### src/hw/mba_defines.svh
`ifndef MBA_DEFINES_SVH
`define MBA_DEFINES_SVH
// ----------------------------------------
// Register offsets and resets
// ----------------------------------------
`define MBA_OFF_PAGE 8'h93
`define MBA_OFF_CBANK 8'h9F
`define MBA_OFF_MCTL 8'hC7
`define MBA_RST_PAGE 8'h00
`define MBA_RST_CBANK 3'h1
`define MBA_RST_XBANK 3'h0
`define MBA_BIT_OVERLAY 3
// ----------------------------------------
// Address map
// ----------------------------------------
`define MBA_BANK_BASE 16'h8000
`define MBA_SFR_MIRROR_HI 9'h0E1
`define MBA_SRAM_SIZE 17'h02000
`define MBA_FLASH_KB_DEF 9'h100
`endif

### src/hw/mba_pkg.sv
package mba_pkg;
  // Which physical memory an access lands on
  typedef enum logic [2:0] {MEM_NONE, MEM_FLASH, MEM_SRAM, MEM_SFR, MEM_ZERO} mba_target_t;
  // Grant owner of the shared memory
  typedef enum logic [1:0] {OWN_IDLE, OWN_CPU, OWN_DMA} mba_owner_t;
endpackage

### src/hw/mba_arbiter.sv
`timescale 1ns/100ps
`default_nettype none
`include "mba_defines.svh"
module mba_arbiter #(
  parameter logic [8:0] FLASH_KB = `MBA_FLASH_KB_DEF
) (
  input wire logic CLOCK,
  input wire logic NRST,
  input wire logic SFR_WE,
  input wire logic SFR_RE,
  input wire logic [7:0] SFR_ADDR,
  input wire logic [7:0] SFR_WDATA,
  output logic [7:0] SFR_RDATA,
  input wire logic CPU_REQ,
  input wire logic CPU_CODE,
  input wire logic CPU_INDIRECT,
  input wire logic [15:0] CPU_ADDR,
  input wire logic [7:0] CPU_PTR,
  input wire logic CPU_CORE_SFR,
  input wire logic DMA_REQ,
  input wire logic [15:0] DMA_ADDR,
  output logic CPU_STALL,
  output logic DMA_STALL,
  output logic [2:0] CPU_TARGET,
  output logic [17:0] CPU_PHYS_ADDR,
  output logic [2:0] DMA_TARGET,
  output logic [17:0] DMA_PHYS_ADDR,
  output logic [7:0] PAGE_OUT,
  output logic [2:0] CBANK_OUT,
  output logic [2:0] XBANK_OUT,
  output logic OVERLAY_OUT
);
  // ----------------------------------------
  // Control registers
  // ----------------------------------------
  logic [7:0] xdata_page_select_reg;
  logic [2:0] code_bank_reg;
  logic [2:0] xdata_flash_bank_reg;
  logic sram_code_overlay_reg;
  mba_pkg::mba_owner_t last_owner_reg;

  // Highest legal bank number for this flash size
  function automatic logic [2:0] max_bank(input logic [8:0] kb);
    if (kb >= 9'h100)
      max_bank = 3'h7;
    else if (kb >= 9'h080)
      max_bank = 3'h3;
    else if (kb >= 9'h040)
      max_bank = 3'h1;
    else
      max_bank = 3'h0;
  endfunction

  // Map an external-data address onto physical memory
  function automatic logic [20:0] map_xdata(input logic [15:0] a, input logic [2:0] bank);
    logic [2:0] t;
    logic [17:0] p;
    t = mba_pkg::MEM_NONE;
    p = 18'h0;
    if (a >= `MBA_BANK_BASE)
    begin
      t = mba_pkg::MEM_FLASH;
      p = {bank, a[14:0]};
    end
    else if ({1'b0, a} < `MBA_SRAM_SIZE)
    begin
      t = mba_pkg::MEM_SRAM;
      p = {2'b00, a};
    end
    else if (a[15:7] == `MBA_SFR_MIRROR_HI)
    begin
      t = mba_pkg::MEM_SFR;
      p = {10'h0, 1'b1, a[6:0]};
    end
    map_xdata = {t, p};
  endfunction

  // ----------------------------------------
  // Register writes
  // ----------------------------------------
  // Page select, full byte
  always_ff @(posedge CLOCK or negedge NRST)
  begin
    if (!NRST)
      xdata_page_select_reg <= `MBA_RST_PAGE;
    else if (SFR_WE && SFR_ADDR == `MBA_OFF_PAGE)
      xdata_page_select_reg <= SFR_WDATA;
  end

  // Code bank; illegal values dropped, so 32 KB parts never change
  always_ff @(posedge CLOCK or negedge NRST)
  begin
    if (!NRST)
      code_bank_reg <= `MBA_RST_CBANK;
    else if (SFR_WE && SFR_ADDR == `MBA_OFF_CBANK && FLASH_KB > 9'h020
             && SFR_WDATA[2:0] <= max_bank(FLASH_KB))
      code_bank_reg <= SFR_WDATA[2:0];
  end

  // Memory control: overlay bit and xdata bank
  always_ff @(posedge CLOCK or negedge NRST)
  begin
    if (!NRST)
    begin
      sram_code_overlay_reg <= 1'b0;
      xdata_flash_bank_reg <= `MBA_RST_XBANK;
    end
    else if (SFR_WE && SFR_ADDR == `MBA_OFF_MCTL)
    begin
      sram_code_overlay_reg <= SFR_WDATA[`MBA_BIT_OVERLAY];
      if (SFR_WDATA[2:0] <= max_bank(FLASH_KB))
        xdata_flash_bank_reg <= SFR_WDATA[2:0];
    end
  end

  // Read back; reserved bits zero
  always_ff @(posedge CLOCK or negedge NRST)
  begin
    if (!NRST)
      SFR_RDATA <= 8'h00;
    else if (SFR_RE && SFR_ADDR == `MBA_OFF_PAGE)
      SFR_RDATA <= xdata_page_select_reg;
    else if (SFR_RE && SFR_ADDR == `MBA_OFF_CBANK)
      SFR_RDATA <= {5'h00, code_bank_reg};
    else if (SFR_RE && SFR_ADDR == `MBA_OFF_MCTL)
      SFR_RDATA <= {4'h0, sram_code_overlay_reg, xdata_flash_bank_reg};
    else
      SFR_RDATA <= 8'h00;
  end

  // ----------------------------------------
  // Address decode and arbitration
  // ----------------------------------------
  logic [15:0] cpu_eff_addr;
  logic [20:0] cpu_map;
  logic [20:0] dma_map;
  logic cpu_needs;
  logic dma_needs;
  logic conflict;

  // Effective CPU address and physical mapping
  always_comb
  begin
    cpu_eff_addr = CPU_INDIRECT ? {xdata_page_select_reg, CPU_PTR} : CPU_ADDR;
    cpu_map = {mba_pkg::MEM_NONE, 18'h0};
    if (CPU_CORE_SFR)
      cpu_map = {mba_pkg::MEM_NONE, 18'h0};
    else if (CPU_CODE)
    begin
      if (!CPU_ADDR[15])
        cpu_map = {mba_pkg::MEM_FLASH, 3'h0, CPU_ADDR[14:0]};
      else if (sram_code_overlay_reg && {2'b00, CPU_ADDR[14:0]} < `MBA_SRAM_SIZE)
        cpu_map = {mba_pkg::MEM_SRAM, 3'h0, CPU_ADDR[14:0]};
      else if (FLASH_KB <= 9'h020)
        cpu_map = {mba_pkg::MEM_ZERO, 18'h0};
      else
        cpu_map = {mba_pkg::MEM_FLASH, code_bank_reg, CPU_ADDR[14:0]};
    end
    else
      cpu_map = map_xdata(cpu_eff_addr, xdata_flash_bank_reg);
    dma_map = map_xdata(DMA_ADDR, xdata_flash_bank_reg);
    cpu_needs = CPU_REQ && cpu_map[20:18] != mba_pkg::MEM_NONE && cpu_map[20:18] != mba_pkg::MEM_ZERO;
    dma_needs = DMA_REQ && dma_map[20:18] != mba_pkg::MEM_NONE;
    conflict = cpu_needs && dma_needs && cpu_map[20:18] == dma_map[20:18];
  end

  // Round-robin owner; loser is stalled while both want the same memory
  always_ff @(posedge CLOCK or negedge NRST)
  begin
    if (!NRST)
    begin
      last_owner_reg <= mba_pkg::OWN_IDLE;
      CPU_STALL <= 1'b0;
      DMA_STALL <= 1'b0;
    end
    else
    begin
      CPU_STALL <= conflict && last_owner_reg == mba_pkg::OWN_CPU;
      DMA_STALL <= conflict && last_owner_reg != mba_pkg::OWN_CPU;
      if (conflict)
        last_owner_reg <= (last_owner_reg == mba_pkg::OWN_CPU) ? mba_pkg::OWN_DMA : mba_pkg::OWN_CPU;
    end
  end

  // Registered routing outputs
  always_ff @(posedge CLOCK or negedge NRST)
  begin
    if (!NRST)
    begin
      CPU_TARGET <= 3'h0;
      CPU_PHYS_ADDR <= 18'h0;
      DMA_TARGET <= 3'h0;
      DMA_PHYS_ADDR <= 18'h0;
    end
    else
    begin
      CPU_TARGET <= CPU_REQ ? cpu_map[20:18] : 3'h0;
      CPU_PHYS_ADDR <= cpu_map[17:0];
      DMA_TARGET <= DMA_REQ ? dma_map[20:18] : 3'h0;
      DMA_PHYS_ADDR <= dma_map[17:0];
    end
  end

  // Mirror of control state
  always_ff @(posedge CLOCK or negedge NRST)
  begin
    if (!NRST)
    begin
      PAGE_OUT <= 8'h00;
      CBANK_OUT <= 3'h0;
      XBANK_OUT <= 3'h0;
      OVERLAY_OUT <= 1'b0;
    end
    else
    begin
      PAGE_OUT <= xdata_page_select_reg;
      CBANK_OUT <= code_bank_reg;
      XBANK_OUT <= xdata_flash_bank_reg;
      OVERLAY_OUT <= sram_code_overlay_reg;
    end
  end

  // ----------------------------------------
  // Assertions
  // ----------------------------------------
  a_page_form: assert property (@(posedge CLOCK) disable iff (!NRST)
    (CPU_REQ && !CPU_CODE && !CPU_CORE_SFR && CPU_INDIRECT && cpu_eff_addr < `MBA_BANK_BASE
     && {1'b0, cpu_eff_addr} < `MBA_SRAM_SIZE) |=> CPU_PHYS_ADDR[15:8] == $past(xdata_page_select_reg))
    else $error("page byte not used");
  a_core_sfr_hidden: assert property (@(posedge CLOCK) disable iff (!NRST)
    (CPU_REQ && CPU_CORE_SFR) |=> CPU_TARGET == mba_pkg::MEM_NONE)
    else $error("core register routed");
  a_stall_one: assert property (@(posedge CLOCK) disable iff (!NRST)
    conflict |=> (CPU_STALL ^ DMA_STALL))
    else $error("conflict not resolved");
  a_low_code: assert property (@(posedge CLOCK) disable iff (!NRST)
    (CPU_REQ && CPU_CODE && !CPU_CORE_SFR && !CPU_ADDR[15]) |=> CPU_TARGET == mba_pkg::MEM_FLASH
    && CPU_PHYS_ADDR[17:15] == 3'h0)
    else $error("low code not bank 0");
  a_xbank_hold: assert property (@(posedge CLOCK) disable iff (!NRST)
    (SFR_WE && SFR_ADDR == `MBA_OFF_MCTL && SFR_WDATA[2:0] > max_bank(FLASH_KB))
    |=> $stable(xdata_flash_bank_reg))
    else $error("bad bank accepted");
  a_cbank_hold: assert property (@(posedge CLOCK) disable iff (!NRST)
    (SFR_WE && SFR_ADDR == `MBA_OFF_CBANK && SFR_WDATA[2:0] > max_bank(FLASH_KB))
    |=> $stable(code_bank_reg))
    else $error("bad code bank accepted");
  a_overlay_map: assert property (@(posedge CLOCK) disable iff (!NRST)
    (CPU_REQ && CPU_CODE && !CPU_CORE_SFR && CPU_ADDR == `MBA_BANK_BASE && sram_code_overlay_reg)
    |=> CPU_TARGET == mba_pkg::MEM_SRAM && CPU_PHYS_ADDR == 18'h0)
    else $error("overlay not applied");
  a_reserved_zero: assert property (@(posedge CLOCK) disable iff (!NRST)
    (SFR_RE && SFR_ADDR == `MBA_OFF_MCTL) |=> SFR_RDATA[7:4] == 4'h0)
    else $error("reserved bits set");
  c_conflict: cover property (@(posedge CLOCK) disable iff (!NRST) conflict ##1 conflict);
  c_overlay: cover property (@(posedge CLOCK) disable iff (!NRST) sram_code_overlay_reg && CPU_CODE);
  c_mirror: cover property (@(posedge CLOCK) disable iff (!NRST) DMA_TARGET == mba_pkg::MEM_SFR);
endmodule // mba_arbiter
`default_nettype wire

### config.mk
export PLATFORM = sky130hd
export DESIGN_NAME = mba_arbiter
export DESIGN_NICKNAME = d
export VERILOG_FILES = /design/src/hw/mba_pkg.sv /design/src/hw/mba_arbiter.sv
export VERILOG_INCLUDE_DIRS = /design/src /design/src/hw
export SDC_FILE = /design/constraint.sdc
export NUM_CORES = 1
export LEC_CHECK = 0
export ABC_CLOCK_PERIOD_IN_PS = 4750
export BUFFER_PORTS_ARGS = -buffer_cell sky130_fd_sc_hd__buf_4
export CELL_PAD_IN_SITES_DETAIL_PLACEMENT = 1
export CELL_PAD_IN_SITES_GLOBAL_PLACEMENT = 2
export CORE_MARGIN = 2
export CORE_UTILIZATION = 32
export CTS_CLUSTER_SIZE = 20
export DETAILED_ROUTE_END_ITERATION = 7
export GPL_ROUTABILITY_DRIVEN = 0
export PLACE_DENSITY_LB_ADDON = 0.12
export SLEW_MARGIN = 20
export SYNTH_ARGS = -nofsm -noshare
export SYNTH_HDL_FRONTEND = slang
export SYNTH_SLANG_ARGS = --single-unit
### constraint.sdc
create_clock -name CLOCK -period 4.75 [get_ports CLOCK]
set_clock_uncertainty 0.05 [all_clocks]
set_input_delay 0.475 -clock CLOCK [delete_from_list [all_inputs] [get_ports CLOCK]]
set_output_delay 0.475 -clock CLOCK [all_outputs]
set_load 0.01 [all_outputs]
* Word level (Yosys, flattened, before mapping) *
Index checks and enable logic that the tools add are counted.
Widths: inputs -> output; s select.

operators by class
  $lt $le $gt $ge = 6
  equality and inequality tests = 9
  mux-type cells = 23
  reductions and logical operators = 18

operator list
  kind                  count
  $mux 16               3
  $mux 21               2
  $mux 20               2
  $mux 18               2
  $ge 16x16->1 const B  2
  $lt 16x14->1 const B  2
  $eq 8x8->1 const B    3
  $mux 8                3
  $eq 9x8->1 const B    2
  $logic_and 1x1->1     15
  $lt 15x14->1 const B  1
  $mux 2                7
  $mux 4                2
  $mux 3                2
  $reduce_bool 3->1     2
  $eq 3x3->1            1
  $le 3x3->1 const B    1
  $ne 3x3->1 const B    1
  $eq 2x1->1 const B    1
  $ne 2x1->1 const B    1
  $reduce_and 2->1      1

storage, ports and cells
  register bits after elaboration = 84
  input bits = 65
  output and inout bits = 67
  logic and storage cells = 72

* Depth between registers and ports, before layout *
  depth after elaboration = 13
  gate-level depth with buffers = 7
  mapped depth without buffers = 6

* Least setup slack after synthesis *
Ideal clock, no wire load.

  path kind = input to register
  from = in CPU_INDIRECT
  to = reg last_owner_reg[0]
  setup time = 0.128 ns
  data arrival time = 1.798 ns
  required time = 4.572 ns
  path slack = 2.774 ns
  cell stages on the path = 6
  path buffers = 0
  cell sequence = nand4bb_1 > a22oi_2 > a21boi_2 > o31a_1 > o211ai_2 > mux2_1

on the way
  word-level cells in the longest chain between the ends = 12
  elaborated cells between the ends (all ways) = 16

RTL lines
  element                                               line                RTL
  from (decl)                                           mba_arbiter.sv:16   input wire logic CPU_INDIRECT,
  $mux 16 (*)                                           mba_arbiter.sv:144  cpu_eff_addr = CPU_INDIRECT ? {xdata_page_select_reg, CPU_PTR} : CPU_ADDR;
  branches (longest 3 deep; another with $lt 16x14->1)  -
  $mux 2 (*)                                            mba_arbiter.sv:60   if (a >= `MBA_BANK_BASE)
  $mux 21 (*)                                           mba_arbiter.sv:148  else if (CPU_CODE)
  $mux 21 (*)                                           mba_arbiter.sv:146  if (CPU_CORE_SFR)
  $reduce_bool 3->1                                     mba_arbiter.sv:162  cpu_needs = CPU_REQ && cpu_map[20:18] != mba_pkg::MEM_NONE && cpu_map[20:18] != mba_pkg::MEM_ZERO;
  $logic_and 1x1->1 (2 in series)                       mba_arbiter.sv:162
  $logic_and 1x1->1                                     mba_arbiter.sv:164  conflict = cpu_needs && dma_needs && cpu_map[20:18] == dma_map[20:18];
  $logic_and 1x1->1 (*)                                 mba_arbiter.sv:164
  to (signal assigned)                                  mba_arbiter.sv:172  last_owner_reg <= mba_pkg::OWN_IDLE;
  to (signal assigned)                                  mba_arbiter.sv:181  last_owner_reg <= (last_owner_reg == mba_pkg::OWN_CPU) ? mba_pkg::OWN_DMA : mba_pkg::OWN_CPU;
  to (decl)                                             mba_arbiter.sv:40   mba_pkg::mba_owner_t last_owner_reg;

Every way passes the cells marked *.
A chain may end at the register's enable or synchronous reset.

* Worst setup path after layout *
  from = reg xdata_page_select_reg[7]
  to = reg last_owner_reg[0]

on the way
  word-level cells in the longest chain between the ends = 12
  elaborated cells between the ends (all ways) = 16

RTL lines
  element                                               line                RTL
  from (decl)                                           mba_arbiter.sv:36   logic [7:0] xdata_page_select_reg;
  from (signal assigned)                                mba_arbiter.sv:85   xdata_page_select_reg <= `MBA_RST_PAGE;
  $mux 16 (*)                                           mba_arbiter.sv:144
  branches (longest 3 deep; another with $lt 16x14->1)  -
  $mux 2 (*)                                            mba_arbiter.sv:60
  $mux 21 (*)                                           mba_arbiter.sv:148
  $mux 21 (*)                                           mba_arbiter.sv:146
  $reduce_bool 3->1                                     mba_arbiter.sv:162
  $logic_and 1x1->1 (2 in series)                       mba_arbiter.sv:162
  $logic_and 1x1->1                                     mba_arbiter.sv:164
  $logic_and 1x1->1 (*)                                 mba_arbiter.sv:164

Marks and branches as above.

==> impl_metrics.ini <==
[run_status]
status = finished clean

[synth]
seq_area_frac_synth_pct = 65.1
yosysUniqueCellTypes = 45
ys_ff_latch = 82
async_flop_share_pct = 100
syn_area_um2 = 3150
avgSynthCellArea_um2 = 12.7
syn_inst = 249
synth_top_flop_cell = dfrtp_1
yosys_warnings = 0
synth_edf_count = 0

[timing]
period_share_pct = 45.3
relSlewSlack_pct = 51.2
timing.fmax_mhz = 465
rsz0062_at_grt = no
setup_tns_ns = 0
worst_slew_pin_slew_ns = 0.732
slew_violations = 0
hold_slack_ns = 0.101
finalSetupViolCount = 0
worst_slack_ns = 2.60
hold_violations = 0
fin_crit_ns = 2.15

[detailed_routing]
routed_wl_um = 8310
vias = 2402
top_layer = met4
avgRoutedWirePerCell_um = 15.9
wl_met1_um = 3680
drc = 0
first_pass_iters = 4
drt_iter0_drc = 50
ant_nets = 0
viasPerCell = 4.60
dr_wl_met2_um = 4090
wl_met3_um = 405

[floorplan]
die_area_um2 = 10700
pin_count = 132
die_x_um = 103
core_um2 = 9680
die_h_um = 103
initial_utilization_pct = 32.5
rows = 36

[global_route]
grt_pass1_wl_um = 12900
antenna_found_initial = 0
grt_pass1_vias = 2486
grt_usage_pct = 16.3
grt-ovfl-total = 0
grt_max_degree = 83

[worst_setup_path]
worst-path-stages = 6
timing.rr.start = xdata_page_select_reg[7]$_DFFE_PN0P_
ff2ff_path_depth = 6
cpPeakStageDelay_ns = 0.48
regToRegSetupSlack_ns = 2.60
critPathArrivalTime_ns = 2.33
reg2reg_to = last_owner_reg[0]$_DFFE_PN0P_
crit_type = reg -> reg
cp_slowest_cell = dfrtp_1
cp_top_family = compound AO/OA/AOI/OAI gates
crit_end = last_owner_reg[0]$_DFFE_PN0P_
cp-end-kind = flip-flop
path_buf_inv = 0
path_cells = nand4b_1, a22oi_2, a21boi_2, o31a_1, o211ai_2, mux2_1
cp.required_ns = 4.93
worstPathMaxFanout = 9
cp-startpoint = xdata_page_select_reg[7]$_DFFE_PN0P_
start_kind = flip-flop

[layout]
syn2layout_area_growth_pct = 42.2
final_common_cell = buf_4
final_cells = 522
drive_gt1_share_pct = 44.0
top_regs = CPU_PHYS_ADDR (18), DMA_PHYS_ADDR (18)
diodes = 0
final_cell_mix = buf_4 (129), dfrtp_1 (81), nor2_1 (33), a22oi_1 (19), mux2_2 (15)
nets = 449

[pwr]
switching_share_pct = 23.5
p_leak_uw = 0.00227
ir_worst_vdd_uv = 136
p_total_uw = 1520
power_frac_comb_pct = 12.7
pwr-share-seq_pct = 49.8
p_per_area_nw_per_um2 = 339
pwr-share-clk_pct = 37.5
switching_power_uw = 358
internal-power_uw = 1160

[cts]
cts_tree = done
cts_resized = 0
cts.clk_slew.worst_paths_ns = 0.08
clock_latency_ns = 0.34
numCtsBuffers = 9
clock-sinks = 82
cts-htree-levels = 3
ctsLongestPathBuffers = 2
hold_buffers = 0
clock-root-buffer = clkbuf_8
post-cts-setup-buffers = 0

[placement]
hpwl_um = 6340
dp_slack_ns = 2.39
portBuffers = 129
place_inst = 506

[min_path]
hold_class = in -> async

[flow_run]
maxCapViolCount = 0
==> layout make-up <==
type                    count  area, µm²
clock buffers              12        155
clock inverters             4       75.1
fillers                  1082       5200
inverters                   2       7.51
multi-input cells         159       1040
flip-flops and latches     82       2050
well taps                 133        166
repair buffers            130        980
==> layer usage <==
metal / up-vias / global-route usage [%]
met5: - / 0
met4: 0 / 6.98
met3: 10 / 3.23
met2: 80 / 26.1
met1: 1173 / 21.6
li1: 1139 / -
==> cell usage after synthesis, types with 2 or more instances <==
cell type  count  area, µm²
or2b_2         2       17.5
nor3_1         4       20.0
nor2_1        33        124
mux2i_1        2       20.0
nor4_1         4       25.0
nor2b_1       11       68.8
inv_1          2       7.51
o21ai_1        2       10.0
dfrtp_1       81       2030
nand3_1        5       25.0
and2_1        14       87.6
a311oi_1       2       17.5
mux2_1         2       22.5
o21ai_0        3       15.0
a21oi_1        4       20.0
nand2_1       11       41.3
mux2_2        15        169
clkbuf_1       3       11.3
nand4b_1       2       17.5
buf_4          2       15.0
or2_2          2       12.5
a22oi_1       19        143
nand3b_1       2       15.0
==> metrics by stage <==
stage	util [%]	cell area (µm²)
final	46.3	4480
after global routing	46.3	4480
after CTS	46.2	4480
after detailed placement	43.9	4250
after global placement	43.9	4250
after floorplan	-	3160
==> cells by family after synthesis <==
group,count (synthesis),share of synthesized area (%)
compound gates,40,9.45
buf+inv,9,1.87
flops,82,65.1
mux,19,6.71
other cells,1,0.119
simple gates,98,16.7
==> power by group through the flow <==
stage	clock, µW	combinational, µW	sequential [µW]
floorplan	0	69.3	778
global placement	0	190	769
detailed placement	0	196	772
CTS	588	196	758
global route	621	213	763
finish	570	192	757
==> worst min-delay path by stage <==
stage / start / end / slack, ns / cells past startpoint
global placement: code_bank_reg[1]$_DFFE_PN0P_ / CBANK_OUT[1]$_DFF_PN0_ / 0.37 / 0
finish: NRST / DMA_PHYS_ADDR[11]$_DFF_PN0_ / 0.10 / 1
CTS: DMA_ADDR[7] / DMA_PHYS_ADDR[7]$_DFF_PN0_ / 0.27 / 2
global route: NRST / DMA_PHYS_ADDR[11]$_DFF_PN0_ / 0.15 / 1
detailed placement: code_bank_reg[0]$_DFFE_PN1P_ / CBANK_OUT[0]$_DFF_PN0_ / 0.38 / 0
floorplan: NRST / CBANK_OUT[0]$_DFF_PN0_ / 0.13 / 0
Power figures use the tool's default switching activity.
